File: src/hdl/torque_flag_defines.vh
// Register map, field layout, reset values and timing counts for the flag router
`ifndef TORQUE_FLAG_DEFINES_VH
`define TORQUE_FLAG_DEFINES_VH

`define ADDR_SLOT_SELECT      12'h000
`define ADDR_TORQUE_LIMIT     12'h004
`define ADDR_DETECT_THRESHOLD 12'h008
`define ADDR_DETECT_TIME      12'h00C
`define ADDR_FLAG_STATUS      12'h010
`define ADDR_IRQ_STATUS       12'h014
`define ADDR_IRQ_MASK         12'h018

`define SLOT_SELECT_RESET     12'h210
`define TORQUE_LIMIT_RESET    16'hFFFF
`define THRESHOLD_RESET       16'hFFFF
`define DETECT_TIME_RESET     16'h0000

`define FN_DONE_OR_MATCH      4'h0
`define FN_ROTATING           4'h1
`define FN_DRIVE_READY        4'h2
`define FN_TORQUE_LIMIT       4'h3
`define FN_BRAKE              4'h4
`define FN_INDEX_PULSE        4'h5
`define FN_OVERTRAVEL         4'h6
`define FN_EXCITATION         4'h7
`define FN_HOME               4'h8
`define FN_TORQUE_OVER        4'h9

`define MODE_SPEED            2'h0
`define MODE_TORQUE           2'h1
`define MODE_POSITION         2'h2

`define IRQ_BIT_LIMIT         0
`define IRQ_BIT_OVER          1

`define DETECT_TIME_MS        1
`define CLK_MHZ               100
`define MS_CYCLES             (`DETECT_TIME_MS * `CLK_MHZ * 1000)

`endif

File: src/hdl/torque_flag_output_router.v
// Torque status flags, slot routing of status functions, APB registers and interrupt
//
// The register addresses and the APB slave port were decided locally.
`timescale 1ns/1ps
`include "torque_flag_defines.vh"

// Overview of operation
// - Limit flag low while reference exceeds limit
// - Limit flag works in every control mode
// - Reset slot codes carry neither torque flag
// - Slot one digit 3 carries limit flag
// - Slot two digit 3 carries limit flag
// - Slot three digit 3 carries limit flag
// - Digit codes 0 to 9 select one of ten functions; higher codes leave the slot off
// - Over flag low while torque exceeds threshold
// - Over flag waits configured detection time
// - Overtravel and excitation routed the same way
module torque_flag_output_router #(
    parameter MS_CYCLES = `MS_CYCLES
) (
    input  wire        mclk,
    input  wire        rst,
    input  wire        psel,
    input  wire        penable,
    input  wire        pwrite,
    input  wire [11:0] paddr,
    input  wire [31:0] pwdata,
    output reg  [31:0] prdata,
    output reg         pready,
    output reg         pslverr,
    input  wire [1:0]  control_mode,
    input  wire [15:0] torque_reference,
    input  wire [15:0] motor_torque,
    input  wire        position_done_out,
    input  wire        speed_match_out,
    input  wire        rotating_out,
    input  wire        drive_ready,
    input  wire        brake_interlock_out,
    input  wire        index_pulse_out,
    input  wire        overtravel_out,
    input  wire        excitation_out,
    input  wire        home_done,
    output reg  [2:0]  slot_out_n,
    output reg         irq
);

    // Counter end point cut to the counter width on purpose
    localparam [31:0] MS_LAST = MS_CYCLES - 1;

    reg  [11:0] output_slot_select_q;
    reg  [15:0] torque_limit_q;
    reg  [15:0] torque_detect_threshold_q;
    reg  [15:0] torque_detect_time_q;
    reg  [1:0]  irq_status_q;
    reg  [1:0]  irq_mask_q;
    reg  [1:0]  irq_status_d;
    reg         limit_active_q;
    reg         over_active_q;
    reg         limit_prev_q;
    reg         over_prev_q;
    reg  [31:0] ms_count_q;
    reg  [15:0] ms_elapsed_q;
    reg  [31:0] rdata_d;
    reg         addr_ok_d;
    reg  [9:0]  fn_active;

    wire        access   = psel & penable;
    wire        commit   = access & pready;
    wire        wr_en    = commit & pwrite & ~pslverr;
    wire        above_th = motor_torque > torque_detect_threshold_q;
    wire        ms_tick  = (ms_count_q == MS_LAST);
    wire        wr_slot  = wr_en & (paddr == `ADDR_SLOT_SELECT);
    wire        wr_limit = wr_en & (paddr == `ADDR_TORQUE_LIMIT);
    wire        wr_thr   = wr_en & (paddr == `ADDR_DETECT_THRESHOLD);
    wire        wr_time  = wr_en & (paddr == `ADDR_DETECT_TIME);
    wire        wr_mask  = wr_en & (paddr == `ADDR_IRQ_MASK);
    wire        wr_clr   = wr_en & (paddr == `ADDR_IRQ_STATUS);
    wire [1:0]  flag_rise;

    // Edge detectors reset low like the flags, so no false edge after reset
    assign flag_rise[`IRQ_BIT_LIMIT] = limit_active_q & ~limit_prev_q;
    assign flag_rise[`IRQ_BIT_OVER]  = over_active_q & ~over_prev_q;

    // Limit flag, no mode gating
    // clamp compare
    always @(posedge mclk or posedge rst)
    begin
        if (rst)
        begin
            limit_active_q <= 1'b0;
        end
        else
        begin
            limit_active_q <= torque_reference > torque_limit_q;
        end
    end

    // Over flag rises only after a continuous run above threshold; drops at once
    always @(posedge mclk or posedge rst)
    begin
        if (rst)
        begin
            ms_count_q    <= 32'h00000000;
            ms_elapsed_q  <= 16'h0000;
            over_active_q <= 1'b0;
        end
        else if (!above_th)
        begin
            ms_count_q    <= 32'h00000000;
            ms_elapsed_q  <= 16'h0000;
            over_active_q <= 1'b0;
        end
        else
        begin
            ms_count_q <= ms_tick ? 32'h00000000 : ms_count_q + 32'h00000001;
            if (ms_tick && ms_elapsed_q != 16'hFFFF)
            begin
                ms_elapsed_q <= ms_elapsed_q + 16'h0001;
            end
            if (ms_elapsed_q >= torque_detect_time_q)
            begin
                over_active_q <= 1'b1;
            end
        end
    end

    always @*
    begin
        fn_active    = 10'h000;
        fn_active[0] = (control_mode == `MODE_POSITION) ? position_done_out : speed_match_out;
        fn_active[1] = rotating_out;
        fn_active[2] = drive_ready;
        fn_active[3] = limit_active_q;
        fn_active[4] = brake_interlock_out;
        fn_active[5] = index_pulse_out;
        fn_active[6] = overtravel_out;
        fn_active[7] = excitation_out;
        fn_active[8] = home_done;
        fn_active[9] = over_active_q;
    end

    // Slot outputs are active low; an undefined code leaves the slot off
    genvar s;
    generate
        for (s = 0; s < 3; s = s + 1)
        begin : g_slot
            wire [3:0] code = output_slot_select_q[4*s+3:4*s];
            always @(posedge mclk or posedge rst)
            begin
                if (rst)
                begin
                    slot_out_n[s] <= 1'b1;
                end
                else
                begin
                    slot_out_n[s] <= (code <= `FN_TORQUE_OVER) ? ~fn_active[code] : 1'b1;
                end
            end
        end
    endgenerate

    // Rising flag edges latch; set beats a same-cycle clear
    genvar b;
    generate
        for (b = 0; b < 2; b = b + 1)
        begin : g_irq
            always @*
            begin
                irq_status_d[b] = irq_status_q[b];
                if (wr_clr && pwdata[b])
                begin
                    irq_status_d[b] = 1'b0;
                end
                // A rise in the clear cycle is kept, not lost
                if (flag_rise[b])
                begin
                    irq_status_d[b] = 1'b1;
                end
            end
        end
    endgenerate

    always @*
    begin
        rdata_d   = 32'h00000000;
        addr_ok_d = 1'b1;
        case (paddr)
            `ADDR_SLOT_SELECT:      rdata_d[11:0] = output_slot_select_q;
            `ADDR_TORQUE_LIMIT:     rdata_d[15:0] = torque_limit_q;
            `ADDR_DETECT_THRESHOLD: rdata_d[15:0] = torque_detect_threshold_q;
            `ADDR_DETECT_TIME:      rdata_d[15:0] = torque_detect_time_q;
            `ADDR_FLAG_STATUS:      rdata_d[4:0]  = {~slot_out_n, over_active_q, limit_active_q};
            `ADDR_IRQ_STATUS:       rdata_d[1:0]  = irq_status_q;
            `ADDR_IRQ_MASK:         rdata_d[1:0]  = irq_mask_q;
            default:                addr_ok_d     = 1'b0;
        endcase
    end

    // One wait state: ready is raised in the second access cycle
    always @(posedge mclk or posedge rst)
    begin
        if (rst)
        begin
            pready  <= 1'b0;
            pslverr <= 1'b0;
            prdata  <= 32'h00000000;
        end
        else
        begin
            pready  <= access & ~pready;
            pslverr <= access & ~pready & ~addr_ok_d;
            if (access && !pready && !pwrite)
            begin
                prdata <= rdata_d;
            end
        end
    end

    always @(posedge mclk or posedge rst)
    begin
        if (rst)
        begin
            output_slot_select_q <= `SLOT_SELECT_RESET;
        end
        else if (wr_slot)
        begin
            output_slot_select_q <= pwdata[11:0];
        end
    end

    always @(posedge mclk or posedge rst)
    begin
        if (rst)
        begin
            torque_limit_q <= `TORQUE_LIMIT_RESET;
        end
        else if (wr_limit)
        begin
            torque_limit_q <= pwdata[15:0];
        end
    end

    always @(posedge mclk or posedge rst)
    begin
        if (rst)
        begin
            torque_detect_threshold_q <= `THRESHOLD_RESET;
        end
        else if (wr_thr)
        begin
            torque_detect_threshold_q <= pwdata[15:0];
        end
    end

    always @(posedge mclk or posedge rst)
    begin
        if (rst)
        begin
            torque_detect_time_q <= `DETECT_TIME_RESET;
        end
        else if (wr_time)
        begin
            torque_detect_time_q <= pwdata[15:0];
        end
    end

    always @(posedge mclk or posedge rst)
    begin
        if (rst)
        begin
            irq_mask_q <= 2'h0;
        end
        else if (wr_mask)
        begin
            irq_mask_q <= pwdata[1:0];
        end
    end

    // Irq follows the next status so it lines up with the status bit
    always @(posedge mclk or posedge rst)
    begin
        if (rst)
        begin
            irq_status_q <= 2'h0;
            limit_prev_q <= 1'b0;
            over_prev_q  <= 1'b0;
            irq          <= 1'b0;
        end
        else
        begin
            limit_prev_q <= limit_active_q;
            over_prev_q  <= over_active_q;
            irq_status_q <= irq_status_d;
            irq          <= |(irq_status_d & irq_mask_q);
        end
    end

endmodule // torque_flag_output_router

File: config.mk
export PLATFORM = sky130hd
export DESIGN_NAME = torque_flag_output_router
export DESIGN_NICKNAME = d
export VERILOG_FILES = /design/src/hdl/torque_flag_output_router.v
export VERILOG_INCLUDE_DIRS = /design/src /design/src/hdl
export SDC_FILE = /design/constraint.sdc
export NUM_CORES = 1
export LEC_CHECK = 0
export ABC_AREA = 1
export BUFFER_PORTS_ARGS = -buffer_cell sky130_fd_sc_hd__buf_2
export CAP_MARGIN = 5
export CORE_UTILIZATION = 34
export CTS_BUF_LIST = sky130_fd_sc_hd__clkbuf_2
export DETAILED_ROUTE_END_ITERATION = 10
export PLACE_DENSITY = 0.49
export SETUP_SLACK_MARGIN = 0.2
export SLEW_MARGIN = 40
export SYNTH_ARGS = -nofsm -noshare
export SYNTH_HDL_FRONTEND = slang
export SYNTH_SLANG_ARGS = --single-unit
File: constraint.sdc
create_clock -name mclk -period 5.8 [get_ports mclk]
set_clock_uncertainty 0.05 [all_clocks]
set_input_delay 1.74 -clock mclk [delete_from_list [all_inputs] [get_ports mclk]]
set_output_delay 1.74 -clock mclk [all_outputs]
set_load 0.02 [all_outputs]
==> results.yml <==
timing:
  fin_ws_ns: 2.48
  clock.fmax_mhz: 301
  final-hold-violation-count: 0
  post-route-min-period_ns: 3.32
  worst-slew-pin-transition_ns: 0.709
  setup_repair_after_global_routing_missed_its_margin: "false"
  drv_slew: 0
  finalSetupTns_ns: 0
  setup_viol: 0
  layout_worst_path_cycle_share: 0.573
  slew_headroom: 0.526
logic_synthesis:
  netlist_instances: 1184
  synth_sequential_area_ratio: 0.388
  post-synth-top-area-cell: "sky130_fd_sc_hd__dfrtp_1"
  synth.cell_area_sq_um: 9020
  yosys_register_bits: 138
  async_flop_share: 1.00
  per_instance_average_area_after_synthesis_sq_um: 7.62
  synthTopCellsByArea: "sky130_fd_sc_hd__dfrtp_1 (28%), sky130_fd_sc_hd__nand2_1 (14%), sky130_fd_sc_hd__dfstp_2 (11%)"
  yosysTopAreaCellShare: 0.280
  yosys_most_used_dff: "sky130_fd_sc_hd__dfrtp_1"
  total_of_warnings_raised_by_yosys: 0
  synth_edf_count: 0
  synth.distinct_cells: 44
die:
  die-width_um: 165
  floorplan.initialDensity: 0.346
  io-pin-count: 130
  overall_die_area_sq_um: 27200
  fp-row-count: 59
  die_h_um: 165
  fp.coreArea_sq_um: 26100
clock_tree:
  clock_tree.root_cell: "sky130_fd_sc_hd__clkbuf_2"
  hold_buffers: 0
  clkLatencyLatePin_ns: 0.77
  post_cts_resize_count: 0
  post_cts.repair.setup_buffers: 0
  clk_transition_reported_paths_ns: 0.26
  cts.path.max_buffers: 2
  tritoncts_num_sinks: 138
  htree_num_levels: 4
  number_of_buffers_added_by_the_clock_tree_synthesis_step: 17
  cts_tree: "yes"
routing:
  drcViolationCount: 0
  postRouteWirelength_mm: 23.9
  routedWlPerCell_um: 14.7
  route.vias.total: 7568
  postRouteAntennaNets: 0
  drt_first_pass_iters: 6
  vias_per_cell: 4.65
  detail_route.iter0.violations: 466
pwr:
  power_leakage_nw: 4.78
  worst_ir_drop_vdd_mv: 0.0952
  total_power_mw: 1.85
  power-per-cell-area_nw_per_um2: 185
job:
  cap_viol_max_count: 0
placed_design:
  preCtsSetupSlack_ns: 1.65
  dpl-instance-area_sq_um: 9710
  place_congestion: 0.856
  post-dp-hpwl_mm: 18.5
  port_buffers: 97
worst_setup_path:
  worstPathMaxFanout: 22
  critical_path_required_ns: 6.37
  critical_path_arrival_ns: 3.89
  worst-setup-path-type: "in2reg"
  start_kind: "primary input"
  endpoint_kind: "register"
finish:
  nets: 1420
  layout_cells_sized_above_1: 0.208
  most_frequent_standard_cell_in_the_layout_excluding_fill_and_tap_cells: "sky130_fd_sc_hd__nand2_1"
  fillCellCount: 2788
  syn2layout_area_growth_pct: 10.7
  final_design_area_no_fill_sq_um: 9990
  register_cell_area_after_layout_sq_um: 3500
  mostFrequentLayoutCells: "sky130_fd_sc_hd__nand2_1 (338), sky130_fd_sc_hd__inv_1 (143), sky130_fd_sc_hd__nor2_1 (109)"
  multi_input_comb_area_sq_um: 4650
grt:
  track_usage: 0.187
  gr-total-overflow: 0
  pin_count_of_the_biggest_net_entering_global_routing: 92
  first_global_vias: 7297
  antenna_violations_before_repair: 1
  grt_pass1_wl_mm: 38.9
min_path:
  min_path_type: "reg2reg"
status:
  run_status: "complete, no violations"
## final cells by class
type	count	share of cell area
Tap cell	335	0.0420
Antenna cell	1	0.000250
Multi-Input combinational cell	860	0.466
Inverter	158	0.0604
Timing Repair Buffer	103	0.0531
Clock inverter	15	0.0198
Clock buffer	17	0.00852
Sequential cell	138	0.350
## synth_stat cells (2+ instances only)
library cell               number
sky130_fd_sc_hd__xor2_1        29
sky130_fd_sc_hd__o21ai_0       19
sky130_fd_sc_hd__o21ai_1       42
sky130_fd_sc_hd__nand3_1       52
sky130_fd_sc_hd__dfrtp_1      101
sky130_fd_sc_hd__nor2_1       109
sky130_fd_sc_hd__clkinv_2       2
sky130_fd_sc_hd__nand4_1       35
sky130_fd_sc_hd__buf_6         12
sky130_fd_sc_hd__nand3b_1       4
sky130_fd_sc_hd__clkbuf_1       6
sky130_fd_sc_hd__nor2_4         7
sky130_fd_sc_hd__inv_2         12
sky130_fd_sc_hd__a211oi_1       3
sky130_fd_sc_hd__o21ai_2       28
sky130_fd_sc_hd__nand3_2        6
sky130_fd_sc_hd__nand2_2        7
sky130_fd_sc_hd__nor2_2        21
sky130_fd_sc_hd__nand2_1      338
sky130_fd_sc_hd__buf_2          6
sky130_fd_sc_hd__dfstp_2       37
sky130_fd_sc_hd__nor3_1        29
sky130_fd_sc_hd__o211ai_1       4
sky130_fd_sc_hd__xnor2_1        5
sky130_fd_sc_hd__a21oi_1       36
sky130_fd_sc_hd__nor3_4         2
sky130_fd_sc_hd__inv_1        144
sky130_fd_sc_hd__buf_4         19
sky130_fd_sc_hd__nand2_4        4
sky130_fd_sc_hd__ha_1          50
sky130_fd_sc_hd__a21o_1         2
## flip-flops by register name, indices dropped and copies added (netlist names)
signal                     count
torque_detect_threshold_q     16
output_slot_select_q          12
limit_prev_q                   1
ms_elapsed_q                  16
over_prev_q                    1
over_active_q                  1
irq_status_q                   2
torque_detect_time_q          16
pready                         1
irq_mask_q                     2
pslverr                        1
slot_out_n                     3
prdata                        16
limit_active_q                 1
torque_limit_q                16
irq                            1
ms_count_q                    32
## where the power goes
part	switching, mW	internal [mW]
combinational	0.121	0.0558
sequential	0.0150	0.983
clock	0.449	0.227
total	0.584	1.27
## final timing paths
check	start	endpoint	slack [ns]	cells past startpoint
setup reg to reg	torque_detect_threshold_q[7]$_DFFE_PP1P_	ms_count_q[9]$_DFF_PP0_	2.97	11
max in group asynchronous	rst	torque_detect_threshold_q[14]$_DFFE_PP1P_	3.77	3
min in group asynchronous	rst	ms_count_q[18]$_DFF_PP0_	0.98	2
hold / removal	over_prev_q$_DFF_PP0_	irq_status_q[1]$_DFF_PP0_	0.40	1
hold reg to reg	over_prev_q$_DFF_PP0_	irq_status_q[1]$_DFF_PP0_	0.40	1
setup / recovery	motor_torque[7]	ms_count_q[9]$_DFF_PP0_	2.48	11
## metal layers
layer  GRT usage  routed length [um]  share of wire
met2       0.299               10900           0.46
met4      0.0425                 242          0.010
met1       0.262               11900           0.50
met3      0.0326                 860          0.036
met5           0                   0              0
## metrics by stage
stage | hold slack, ns | instances | util
finish | 0.398 | 1627 | 0.383
global placement | 0.376 | 1594 | 0.372
CTS | 0.407 | 1626 | 0.383
floorplan | 0.325 | 1199 | -
detailed placement | 0.384 | 1594 | 0.372
global route | 0.427 | 1627 | 0.383
## critical path, cell delays in order
cell and delay (ns):
sky130_fd_sc_hd__buf_2 0.12, sky130_fd_sc_hd__ha_1 0.29, sky130_fd_sc_hd__nand2_1 0.07, sky130_fd_sc_hd__nor2_1 0.14, sky130_fd_sc_hd__nand4_1 0.14, sky130_fd_sc_hd__nor2_1 0.17
sky130_fd_sc_hd__inv_1 0.06, sky130_fd_sc_hd__buf_4 0.21, sky130_fd_sc_hd__nand2_1 0.51, sky130_fd_sc_hd__buf_4 0.36, sky130_fd_sc_hd__nor3_1 0.07
## kinds of logic after synthesis
family	after synthesis	synth area share
buf+inv	201	0.103
fa+ha+maj	50	0.0693
simple gates	622	0.315
other cells	1	0.000416
xor+xnor	34	0.0330
mux	1	0.00111
flops	138	0.388
compound gates	137	0.0911
Power figures use the tool's default switching activity.
